===== src/hdl/rlc_pkg.sv =====
// Package with register map, field positions and reset values of the lane and link control bank.
package rlc_pkg;
   localparam logic [7:0] LANE_SIX_CTRL_OFS = 8'h1c;
   localparam logic [7:0] LANE_SEVEN_CTRL_OFS = 8'h20;
   localparam logic [7:0] LINK_CTRL_OFS = 8'h50;
   localparam logic [7:0] ERR_REINIT_EN_OFS = 8'h78;
   localparam logic [7:0] CFG_OCTET_BASE_OFS = 8'ha0;
   localparam int CFG_WORDS = 4;
   localparam int LANE_INVERT_BIT = 0;
   localparam int LANE_POWER_BIT = 1;
   localparam int LANE_SPARE_BIT = 2;
   localparam logic [31:0] LANE_CTRL_MASK = 32'h0000_0007;
   localparam logic [31:0] LANE_CTRL_RESET = 32'h0000_0004;
   localparam int LINK_SEL_LSB = 7;
   localparam int LINK_SEL_W = 4;
   localparam int LINK_REINIT_DIS_BIT = 12;
   localparam logic [31:0] LINK_CTRL_MASK = 32'h0001_ff80;
   localparam logic [31:0] LINK_CTRL_RESET = 32'h0000_0000;
   localparam int LANE_SIX = 6;
   localparam int LANE_SEVEN = 7;
   localparam int CODE_GROUP_ERR_BIT = 0;
   localparam int BYTE_W = 8;
   localparam int WORD_BYTES = 4;
   localparam int WORD_W = 32;
endpackage


===== src/hdl/rlc_regs.sv =====
// Lane 6/7 control, link control, reinit gating and per-lane ILAS config capture behind Wishbone.
// Function
// - Lane power-down bit 1 drives power-off vector entry 6 or 7.
// - Exported power-off: 1 means lane powered down, 0 normal operation.
// - Polarity bit 0 set inverts that lane's receive data; resets to 0.
// - Lane spare bit 2 is read-write resetting to 1; bits 31:3 read zero.
// - Link spare bits 11 and 13-16 read-write, reset 0; bits 31:17 zero.
// - Reinit disable bit 12 set suppresses reinit except on code group error.
// - Global reinit disable overrides the per-error reinit enable register at 0x78.
// - Config octets from second ILAS multiframe latched per lane; selector bits 10:7.
// - Selector codes 0-7 route lane copy to 0xa0-0xac; other codes read zero.
//
// Implementation choice: the Wishbone interface to the registers.
module rlc_regs #(
   parameter int LANES = 8,
   parameter int DATA_W = 32,
   parameter int ERR_W = 8
) (
   input wire logic CLOCK, // 40 MHz clock
   input wire logic RST, // synchronous reset, active high
   input wire logic WB_CYC_I, // bus cycle
   input wire logic WB_STB_I, // strobe
   input wire logic WB_WE_I, // write enable
   input wire logic [7:0] WB_ADR_I, // byte address
   input wire logic [3:0] WB_SEL_I, // byte lane selects
   input wire logic [31:0] WB_DAT_I, // write data
   output logic [31:0] WB_DAT_O, // read data
   output logic WB_ACK_O, // acknowledge
   output logic [LANES-1:0] LANE_POWER_OFF, // per-lane power-down, 1 = down
   input wire logic [DATA_W-1:0] LANE_SIX_RX_DATA, // lane 6 incoming data
   input wire logic [DATA_W-1:0] LANE_SEVEN_RX_DATA, // lane 7 incoming data
   output logic [DATA_W-1:0] LANE_SIX_RX_OUT, // lane 6 data after polarity
   output logic [DATA_W-1:0] LANE_SEVEN_RX_OUT, // lane 7 data after polarity
   input wire logic [LANES-1:0] ILAS_CFG_VALID, // per-lane config capture pulse
   input wire logic [LANES*32*4-1:0] ILAS_CFG_DATA, // per-lane 4 config words
   input wire logic [ERR_W-1:0] LINK_ERR, // error pulses, bit 0 code group
   output logic REINIT_REQ // link reinitialization request pulse
);
   localparam int BYTE_W = rlc_pkg::BYTE_W;
   localparam int WORD_W = rlc_pkg::WORD_W;
   localparam int CFG_WORDS = rlc_pkg::CFG_WORDS;
   localparam int SEL_IDX_W = (LANES > 1) ? $clog2(LANES) : 1;
   localparam logic [31:0] ALL_BITS = '1;

   logic [31:0] lane_six_control_reg;
   logic [31:0] lane_six_control_next;
   logic [31:0] lane_seven_control_reg;
   logic [31:0] lane_seven_control_next;
   logic [31:0] link_layer_control_reg;
   logic [31:0] link_layer_control_next;
   logic [ERR_W-1:0] err_reinit_en_reg;
   logic [ERR_W-1:0] err_reinit_en_next;
   // Every lane keeps its own copy, so software can inspect any lane after alignment.
   logic [31:0] cfg_mem_reg [LANES][CFG_WORDS];
   logic [31:0] cfg_mem_next [LANES][CFG_WORDS];
   logic ack_reg;
   logic ack_next;
   logic [31:0] rdata_reg;
   logic [31:0] rdata_next;
   logic [DATA_W-1:0] six_out_reg;
   logic [DATA_W-1:0] six_out_next;
   logic [DATA_W-1:0] seven_out_reg;
   logic [DATA_W-1:0] seven_out_next;
   logic reinit_reg;
   logic reinit_next;
   logic bus_req;
   logic bus_take;
   logic wr_strobe;
   logic wr_six;
   logic wr_seven;
   logic wr_link;
   logic wr_err_en;
   logic [rlc_pkg::LINK_SEL_W-1:0] lane_sel;
   logic [SEL_IDX_W-1:0] cfg_idx;
   logic sel_valid;
   logic [31:0] err_mask_word;
   logic [ERR_W-1:0] reinit_cause;

   // Byte-lane merge; the mask keeps reserved positions at zero whatever is written.
   function automatic logic [31:0] merge(input logic [31:0] old, input logic [31:0] wd,
                                         input logic [3:0] sel, input logic [31:0] mask);
      logic [31:0] res;
      res = old;
      for (int b = 0; b < rlc_pkg::WORD_BYTES; b++) begin
         if (sel[b]) begin
            res[b*BYTE_W +: BYTE_W] = wd[b*BYTE_W +: BYTE_W];
         end
      end
      return res & mask;
   endfunction

   function automatic logic [DATA_W-1:0] apply_polarity(input logic [DATA_W-1:0] data,
                                                        input logic invert);
      logic [DATA_W-1:0] res;
      res = data;
      if (invert) begin
         res = ~data;
      end
      return res;
   endfunction

   function automatic logic reg_hit(input logic [7:0] adr, input logic [7:0] ofs);
      return adr == ofs;
   endfunction

   function automatic logic cfg_word_hit(input logic [7:0] adr, input int word);
      return reg_hit(adr, 8'(rlc_pkg::CFG_OCTET_BASE_OFS + rlc_pkg::WORD_BYTES * word));
   endfunction

   assign bus_req = WB_CYC_I && WB_STB_I;
   // A new access is taken only while ack is low, so a held strobe is not answered twice.
   assign bus_take = bus_req && !ack_reg;
   // Writes land at the edge where the master samples ack high; until then the master may
   // still be settling address and data, and nothing is lost by waiting one cycle.
   assign wr_strobe = bus_req && WB_WE_I && ack_reg;
   assign wr_six = wr_strobe && reg_hit(WB_ADR_I, rlc_pkg::LANE_SIX_CTRL_OFS);
   assign wr_seven = wr_strobe && reg_hit(WB_ADR_I, rlc_pkg::LANE_SEVEN_CTRL_OFS);
   assign wr_link = wr_strobe && reg_hit(WB_ADR_I, rlc_pkg::LINK_CTRL_OFS);
   assign wr_err_en = wr_strobe && reg_hit(WB_ADR_I, rlc_pkg::ERR_REINIT_EN_OFS);
   assign lane_sel = link_layer_control_reg[rlc_pkg::LINK_SEL_LSB +: rlc_pkg::LINK_SEL_W];
   assign cfg_idx = lane_sel[SEL_IDX_W-1:0];
   assign sel_valid = 32'(lane_sel) < LANES;
   assign err_mask_word = 32'(err_reinit_en_reg);

   always_comb begin
      ack_next = bus_take;
   end

   always_ff @(posedge CLOCK) begin
      if (RST) begin
         ack_reg <= 1'b0;
      end else begin
         ack_reg <= ack_next;
      end
   end

   always_comb begin
      lane_six_control_next = lane_six_control_reg;
      if (wr_six) begin
         lane_six_control_next = merge(lane_six_control_reg, WB_DAT_I, WB_SEL_I,
                                       rlc_pkg::LANE_CTRL_MASK);
      end
   end

   always_ff @(posedge CLOCK) begin
      if (RST) begin
         lane_six_control_reg <= rlc_pkg::LANE_CTRL_RESET;
      end else begin
         lane_six_control_reg <= lane_six_control_next;
      end
   end

   always_comb begin
      lane_seven_control_next = lane_seven_control_reg;
      if (wr_seven) begin
         lane_seven_control_next = merge(lane_seven_control_reg, WB_DAT_I, WB_SEL_I,
                                         rlc_pkg::LANE_CTRL_MASK);
      end
   end

   always_ff @(posedge CLOCK) begin
      if (RST) begin
         lane_seven_control_reg <= rlc_pkg::LANE_CTRL_RESET;
      end else begin
         lane_seven_control_reg <= lane_seven_control_next;
      end
   end

   always_comb begin
      link_layer_control_next = link_layer_control_reg;
      if (wr_link) begin
         link_layer_control_next = merge(link_layer_control_reg, WB_DAT_I, WB_SEL_I,
                                         rlc_pkg::LINK_CTRL_MASK);
      end
   end

   always_ff @(posedge CLOCK) begin
      if (RST) begin
         link_layer_control_reg <= rlc_pkg::LINK_CTRL_RESET;
      end else begin
         link_layer_control_reg <= link_layer_control_next;
      end
   end

   always_comb begin
      err_reinit_en_next = err_reinit_en_reg;
      if (wr_err_en) begin
         err_reinit_en_next = ERR_W'(merge(err_mask_word, WB_DAT_I, WB_SEL_I, ALL_BITS));
      end
   end

   always_ff @(posedge CLOCK) begin
      if (RST) begin
         err_reinit_en_reg <= '1;
      end else begin
         err_reinit_en_reg <= err_reinit_en_next;
      end
   end

   always_comb begin
      cfg_mem_next = cfg_mem_reg;
      for (int l = 0; l < LANES; l++) begin
         if (ILAS_CFG_VALID[l]) begin
            for (int w = 0; w < CFG_WORDS; w++) begin
               cfg_mem_next[l][w] = ILAS_CFG_DATA[(l*CFG_WORDS + w)*WORD_W +: WORD_W];
            end
         end
      end
   end

   always_ff @(posedge CLOCK) begin
      if (RST) begin
         for (int l = 0; l < LANES; l++) begin
            for (int w = 0; w < CFG_WORDS; w++) begin
               cfg_mem_reg[l][w] <= '0;
            end
         end
      end else begin
         cfg_mem_reg <= cfg_mem_next;
      end
   end

   always_comb begin
      rdata_next = rdata_reg;
      if (bus_take) begin
         case (WB_ADR_I)
            rlc_pkg::LANE_SIX_CTRL_OFS: rdata_next = lane_six_control_reg;
            rlc_pkg::LANE_SEVEN_CTRL_OFS: rdata_next = lane_seven_control_reg;
            rlc_pkg::LINK_CTRL_OFS: rdata_next = link_layer_control_reg;
            rlc_pkg::ERR_REINIT_EN_OFS: rdata_next = err_mask_word;
            default: rdata_next = '0;
         endcase
         for (int w = 0; w < CFG_WORDS; w++) begin
            if (cfg_word_hit(WB_ADR_I, w)) begin
               // An unpopulated selector code returns zero rather than a stale lane.
               rdata_next = sel_valid ? cfg_mem_reg[cfg_idx][w] : '0;
            end
         end
      end
   end

   always_ff @(posedge CLOCK) begin
      if (RST) begin
         rdata_reg <= '0;
      end else begin
         rdata_reg <= rdata_next;
      end
   end

   always_comb begin
      six_out_next = apply_polarity(LANE_SIX_RX_DATA,
                                    lane_six_control_reg[rlc_pkg::LANE_INVERT_BIT]);
   end

   always_ff @(posedge CLOCK) begin
      if (RST) begin
         six_out_reg <= '0;
      end else begin
         six_out_reg <= six_out_next;
      end
   end

   always_comb begin
      seven_out_next = apply_polarity(LANE_SEVEN_RX_DATA,
                                      lane_seven_control_reg[rlc_pkg::LANE_INVERT_BIT]);
   end

   always_ff @(posedge CLOCK) begin
      if (RST) begin
         seven_out_reg <= '0;
      end else begin
         seven_out_reg <= seven_out_next;
      end
   end

   always_comb begin
      reinit_cause = LINK_ERR & err_reinit_en_reg;
      // The global disable wins over the per-error enables, but a code group error still passes.
      if (link_layer_control_reg[rlc_pkg::LINK_REINIT_DIS_BIT]) begin
         reinit_cause = reinit_cause & ERR_W'(1 << rlc_pkg::CODE_GROUP_ERR_BIT);
      end
      reinit_next = |reinit_cause;
   end

   always_ff @(posedge CLOCK) begin
      if (RST) begin
         reinit_reg <= 1'b0;
      end else begin
         reinit_reg <= reinit_next;
      end
   end

   always_comb begin
      LANE_POWER_OFF = '0;
      LANE_POWER_OFF[rlc_pkg::LANE_SIX] = lane_six_control_reg[rlc_pkg::LANE_POWER_BIT];
      LANE_POWER_OFF[rlc_pkg::LANE_SEVEN] =
         lane_seven_control_reg[rlc_pkg::LANE_POWER_BIT];
   end

   assign WB_ACK_O = ack_reg;
   assign WB_DAT_O = rdata_reg;
   assign LANE_SIX_RX_OUT = six_out_reg;
   assign LANE_SEVEN_RX_OUT = seven_out_reg;
   assign REINIT_REQ = reinit_reg;
endmodule


===== config.mk =====
export PLATFORM = sky130hd
export DESIGN_NAME = rlc_regs
export DESIGN_NICKNAME = d
export VERILOG_FILES = /design/src/hdl/rlc_pkg.sv /design/src/hdl/rlc_regs.sv
export SDC_FILE = /design/constraint.sdc
export NUM_CORES = 2
export LEC_CHECK = 0
export BUFFER_PORTS_ARGS = -buffer_cell sky130_fd_sc_hd__buf_2
export CAP_MARGIN = 20
export CORE_AREA = 2 2 487 489
export CTS_CLUSTER_SIZE = 28
export DETAILED_ROUTE_END_ITERATION = 12
export DIE_AREA = 0 0 489 491
export GPL_TIMING_DRIVEN = 0
export PLACE_DENSITY = 0.42
export SYNTH_ARGS = -nofsm -noshare
export SYNTH_HDL_FRONTEND = slang
export SYNTH_SLANG_ARGS = --single-unit

===== constraint.sdc =====
create_clock -name CLOCK -period 2.63 [get_ports CLOCK]
set_input_delay 0.526 -clock CLOCK [delete_from_list [all_inputs] [get_ports CLOCK]]
set_output_delay 0.526 -clock CLOCK [all_outputs]
set_load 0.02 [all_outputs]

# Word-level counts from Yosys, hierarchy flattened
# Index checks and enable logic that the tools add are counted.
# op_classes
n_mux,15
bitwise_logic,4
n_lt_le_gt_ge,2
n_eq_ne,8
reduce_logical,16
# op_table
op,count
binary-select mux 128 bit (select 3 bit),1
2-to-1 mux 32 bit,10
2-to-1 mux 128 bit,2
one-hot mux 17 bit (4 select lines),1
NOT 32 bit,2
"equality test 8 bit, second input constant",4
"equality test 8 x 7 -> 1 bit, second input constant",2
AND reduction 2 bit,6
bitwise AND 8 bit,1
"equality test 8 x 5 -> 1 bit, second input constant",1
"equality test 8 x 6 -> 1 bit, second input constant",1
logical AND 1 bit,8
2-to-1 mux 8 bit,1
OR reduction 8 bit,1
"greater-or-equal comparator 4 bit, second input constant",1
"< comparator 4 bit, second input constant",1
NOT 3 -> 4 bit,1
logical NOT 1 bit,1
# word_totals
out_inout_bits,106
ff_bits,1146
inputBits,1153
elab_cells,88

# Longest topological paths before layout
# logic_depth
depth_word,9
ltp_mapped,9
depth_no_buf,5

# Worst setup path after synthesis
# No wires, ideal clock.
# synth_path
path_kind,in2reg
start,input WB_ADR_I[1]
end,register rdata_reg[2] (netlist: WB_DAT_O[2])
setup_slack_ps,547
stages,6
t_arrival_ps,2004
cell_sequence,or4_4 or3_1 buf_2 o22ai_1 a2111oi_1 a211oi_2
# synth_between
elab_chain_cells,6
# synth_rtl
element,line_no,rtl
"start, declared",rlc_regs.sv:24,"input wire logic [7:0] WB_ADR_I,"
"equality test 8 x 7 -> 1 bit, or another cell as far along",rlc_regs.sv:226,case (WB_ADR_I)
one-hot mux 17 bit (4 select lines),rlc_regs.sv:226,
2-to-1 mux 32 bit (3 in series),rlc_regs.sv:234,"if (cfg_word_hit(WB_ADR_I, w)) begin"
2-to-1 mux 32 bit *,rlc_regs.sv:234,
"end signal, assigned",rlc_regs.sv:246,rdata_reg <= rdata_next;
"end, declared",rlc_regs.sv:58,logic [31:0] rdata_reg;
# Mark *: on every way between the ends. The rest lies on a longest branch, timed or not.
# A chain may end at the register's enable or synchronous reset.

# Final worst setup path
# layout_path
start,register link_layer_control_reg[9]
end,register rdata_reg[11] (netlist: WB_DAT_O[11])
# layout_between
elab_chain_cells,9
# layout_rtl
element,line_no,rtl
"start, declared",rlc_regs.sv:49,logic [31:0] link_layer_control_reg;
"start signal, assigned",rlc_regs.sv:179,link_layer_control_reg <= rlc_pkg::LINK_CTRL_RESET;
"start signal, assigned",rlc_regs.sv:181,link_layer_control_reg <= link_layer_control_next;
NOT 3 -> 4 bit (implied by the code),rlc_regs.sv:236,rdata_next = sel_valid ? cfg_mem_reg[cfg_idx][w] : '0;
binary-select mux 128 bit (select 3 bit),rlc_regs.sv:236,
2-to-1 mux 128 bit (implied by the code) (2 in series),rlc_regs.sv:236,
2-to-1 mux 32 bit,rlc_regs.sv:236,
2-to-1 mux 32 bit (3 in series),rlc_regs.sv:234,
2-to-1 mux 32 bit *,rlc_regs.sv:234,
# Mark *: on every way between the ends. The rest lies on a longest branch, timed or not. The select of a mux whose other input is x is not followed.

==> impl_results.md <==
- Outcome: finished with violations
- Failing checks: negative setup slack
- DRC Markers: 0
- Mux contribution to synthesized area: 36.0%
- Worst Path Arrival: 3.31 ns
- Die ar.: 240,000 um2
- Critical path type: reg -> reg
- GP Congestion: 0.929
- Compound-Gate Fraction of Synth Area: 1.96%
- Root Driver: clkbuf_16
- Hold Path Class: in -> reg
- Drt total wl: 331,000 um
- Placement-stage worst setup slack: -2.22 ns
- Fin. Hold Viols: 0
- Overall power: 46.1 mW
- Startpoint Class: flip-flop
- TNS Setup: -0.00202 ns
- Number of H-tree levels: 4
- Setup WS post-layout: -0.00202 ns
- Data required, critical path: 3.31 ns
- CP max stage cell: mux2i_4
- IO Pins: 1,259
- Max stage delay on crit path: 0.44 ns
- Peak fanout along the critical path: 10
- Worst Skew: 0.0756 ns
- Max FFs per register: 1,024
- Synthesis-stage register bit count: 1,146
- Die width: 489 um
- Number of global-route vias before repair: 47,200
- Post-synth cell types: 55
- Fillers: 24,200
- Worst-Margin Slew: 1.21 ns
- GRT Resource Usage Total: 26.7%
- Power Density: 602 nW/um2
- Num CTS Buffers: 144
- RSZ-0062 raised after global routing: yes
- Row Count: 178
- CP Cell Sequence: buf_8, clkbuf_16, buf_12, mux4_2, mux2i_4, o22ai_4, a21oi_1, a211oi_1
- Fin area: 76,700 um2
- Port buffer count: 1,227
- Starting DRT DRC Count: 2,988
- Fin crit share: 100%
- Area Overhead vs Synth: 59.2%
- Largest family of logic cells by synthesized area: multiplexers
- Global-route wire length before repair: 428,000 um
- Nets@finish: 8,009
- Largest net degree at the start of global routing: 17
- Delay-heaviest family, CP: multiplexers
- Clock Pin Slew Worst Setup and Hold Paths: 0.06 ns
- CTS tree: yes
- DRT Pass-1 Iters: 5
- Initial Util: 20.5%
- XOR/XNOR Fraction of Synth Area: 1.16%
- Share of cells above drive strength 1: 29.2%
- Final setup violation count: 1
- Skew-Pair Late Insertion Delay: 0.85 ns
- Synth Cell Area: 48,100 um2
- Area of the core: 235,000 um2
- Rel. slew slack: 19.6%
- Adder-cell share of the synthesized area: 0%
- Cell count after synthesis: 4,351
- Post-DP HPWL: 264,000 um
- Die H: 491 um
- Leakage power: 33.2 nW
- Crit end category: flip-flop
- Post-place instance area: 59,000 um2
- Max Cap Viol: 0
- Slew Limit Fails: 0
- Tmin final: 2.63 ns
- Sequential element share of the synthesized area: 47.7%
- Buffers and inverters on the worst path: 3
- Ys Warns: 0
- Via-to-Cell Ratio: 4.47
- Avg Cell Area, Syn: 11.1 um2
- DR WL/cell: 32.4 um
- CTS Buffer Depth: 3
- Simple-gate portion of the synthesized area: 10.1%
- Initial antenna violation count: 155
- Via count: 45,600
- Top FF cell, synth: dfxtp_1
- Number of clock sinks: 1,146
- Fmax: 380 MHz
- VDD IR max: 426 uV
- Post-synth ARST share: 0%
- DRT antenna net count: 0
- Grt ovf: 0
- EDFF count, synth: 0
[cell usage in the layout (no fill, tap or decap), types with 19 or more instances in the layout]
cell type      instances
buf_16                19
diode_2               86
xnor2_1               64
nand2_1               61
mux4_2               252
clkbuf_2              25
buf_4                 37
clkbuf_1             229
clkbuf_16            149
dfxtp_1             1145
buf_2               1240
mux2i_4               58
dlygate4sd3_1       1055
buf_8                 37
nor2_1              1121
buf_12                31
mux2i_1             1044
mux2_2                44
clkinv_2              19
buf_1                 46
clkbuf_8              29
[metal layers]
layer	wire length [um]	part of all wire [%]	global-route usage [%]
met1	138000	42	32.9
met2	155000	47	44.7
met3	22400	6.8	5.78
met4	15600	4.7	10.7
met5	459	0.14	0
[final cells by class]
| type | instances | area (um2) | share of cell area (%) |
|---|---|---|---|
| Timing Repair Buffer | 2354 | 17800 | 23.2 |
| Clock inverter | 46 | 623 | 0.813 |
| Multi-Input combinational cell | 2859 | 24700 | 32.2 |
| Clock buffer | 212 | 4150 | 5.41 |
| Inverter | 1 | 3.75 | 0.00490 |
| Antenna cell | 86 | 215 | 0.281 |
| Buffer | 350 | 2290 | 2.99 |
| Tap cell | 3150 | 3940 | 5.14 |
| Sequential cell | 1146 | 22900 | 29.9 |
[through the flow]
step           util, %  hold slack [ns]  cells
2_1_floorplan        -            0.435   4356
6_report          32.7           0.0475  10200
3_5_place_dp      25.2            0.430   8770
3_3_place_gp      24.8            0.431   8733
4_1_cts           32.5         0.000326  10100
5_1_grt           32.7           0.0158  10200
[Yosys cell counts (all sizes together), types with 2 or more instances]
cell type,n,area (um2)
clkbuf,221,830
a222oi,2,20.0
o21bai,3,22.5
a31oi,6,37.5
a211oi,10,80.1
nand3b,10,75.1
dfxtp,1146,22900
nand3,8,45.0
nor3b,2,20.0
mux4,252,5680
o221ai,15,131
nor4,3,33.8
a22o,3,26.3
o22ai,25,156
nand2b,7,43.8
and3,2,12.5
o21ai,15,75.1
a22oi,6,45.0
or2,4,25.0
nand2,61,229
a221oi,13,114
nand4bb,2,22.5
a21oi,22,110
a2111oi,3,27.5
nor4b,2,17.5
mux2,44,495
and2,3,18.8
o211ai,5,37.5
buf,129,664
nor3,3,20.0
mux2i,1115,11200
a311oi,5,43.8
or3,2,12.5
nor2b,2,12.5
xnor2,64,561
nor2,1128,4240
[power by group]
part | total, mW | switching, mW | internal, mW
combinational | 6.74 | 3.48 | 3.27
sequential | 19.0 | 0.601 | 18.4
clock | 20.4 | 8.92 | 11.5
total | 46.1 | 13.0 | 33.1
[logic make-up after synthesis]
kind of cell              count (synthesis)
buffers and inverters                   351
and+or+nand+nor                        1243
muxes                                  1411
DFF                                    1146
other                                     1
xor gates and xnor gates                 64
AOI/OAI and AO/OA                       135
[worst paths after layout]
kind                                           from  cells past startpoint                             to  slack [ns]
max          link_layer_control_reg[9]$_SDFFE_PP0P_                      8      WB_DAT_O[11]$_SDFFE_PP0P_      -0.002
min                              ILAS_CFG_DATA[623]                      3  cfg_mem_reg[399]$_SDFFE_PP0P_        0.05
max reg2reg  link_layer_control_reg[9]$_SDFFE_PP0P_                      8      WB_DAT_O[11]$_SDFFE_PP0P_      -0.002
min reg2reg               WB_DAT_O[26]$_SDFFE_PP0P_                      2      WB_DAT_O[26]$_SDFFE_PP0P_        0.44
[worst reg2reg max path: stages (launching register included)]
cell       delay (ns)
dfxtp_2          0.37
buf_8            0.23
clkbuf_16        0.25
buf_12           0.18
mux4_2           0.40
mux2i_4          0.44
o22ai_4          0.26
a21oi_1          0.24
a211oi_1         0.09
[timing repair]
item                                    CTS  global route
buffers inserted                         17            13
gates resized for setup                 350            22
pin swaps                                 3             0
hold buffers                           1055             0
setup endpoints to repair                34            17
cloned                                    0             1
endpoints found under the hold margin  1061             0
Power figures use the tool's default switching activity.
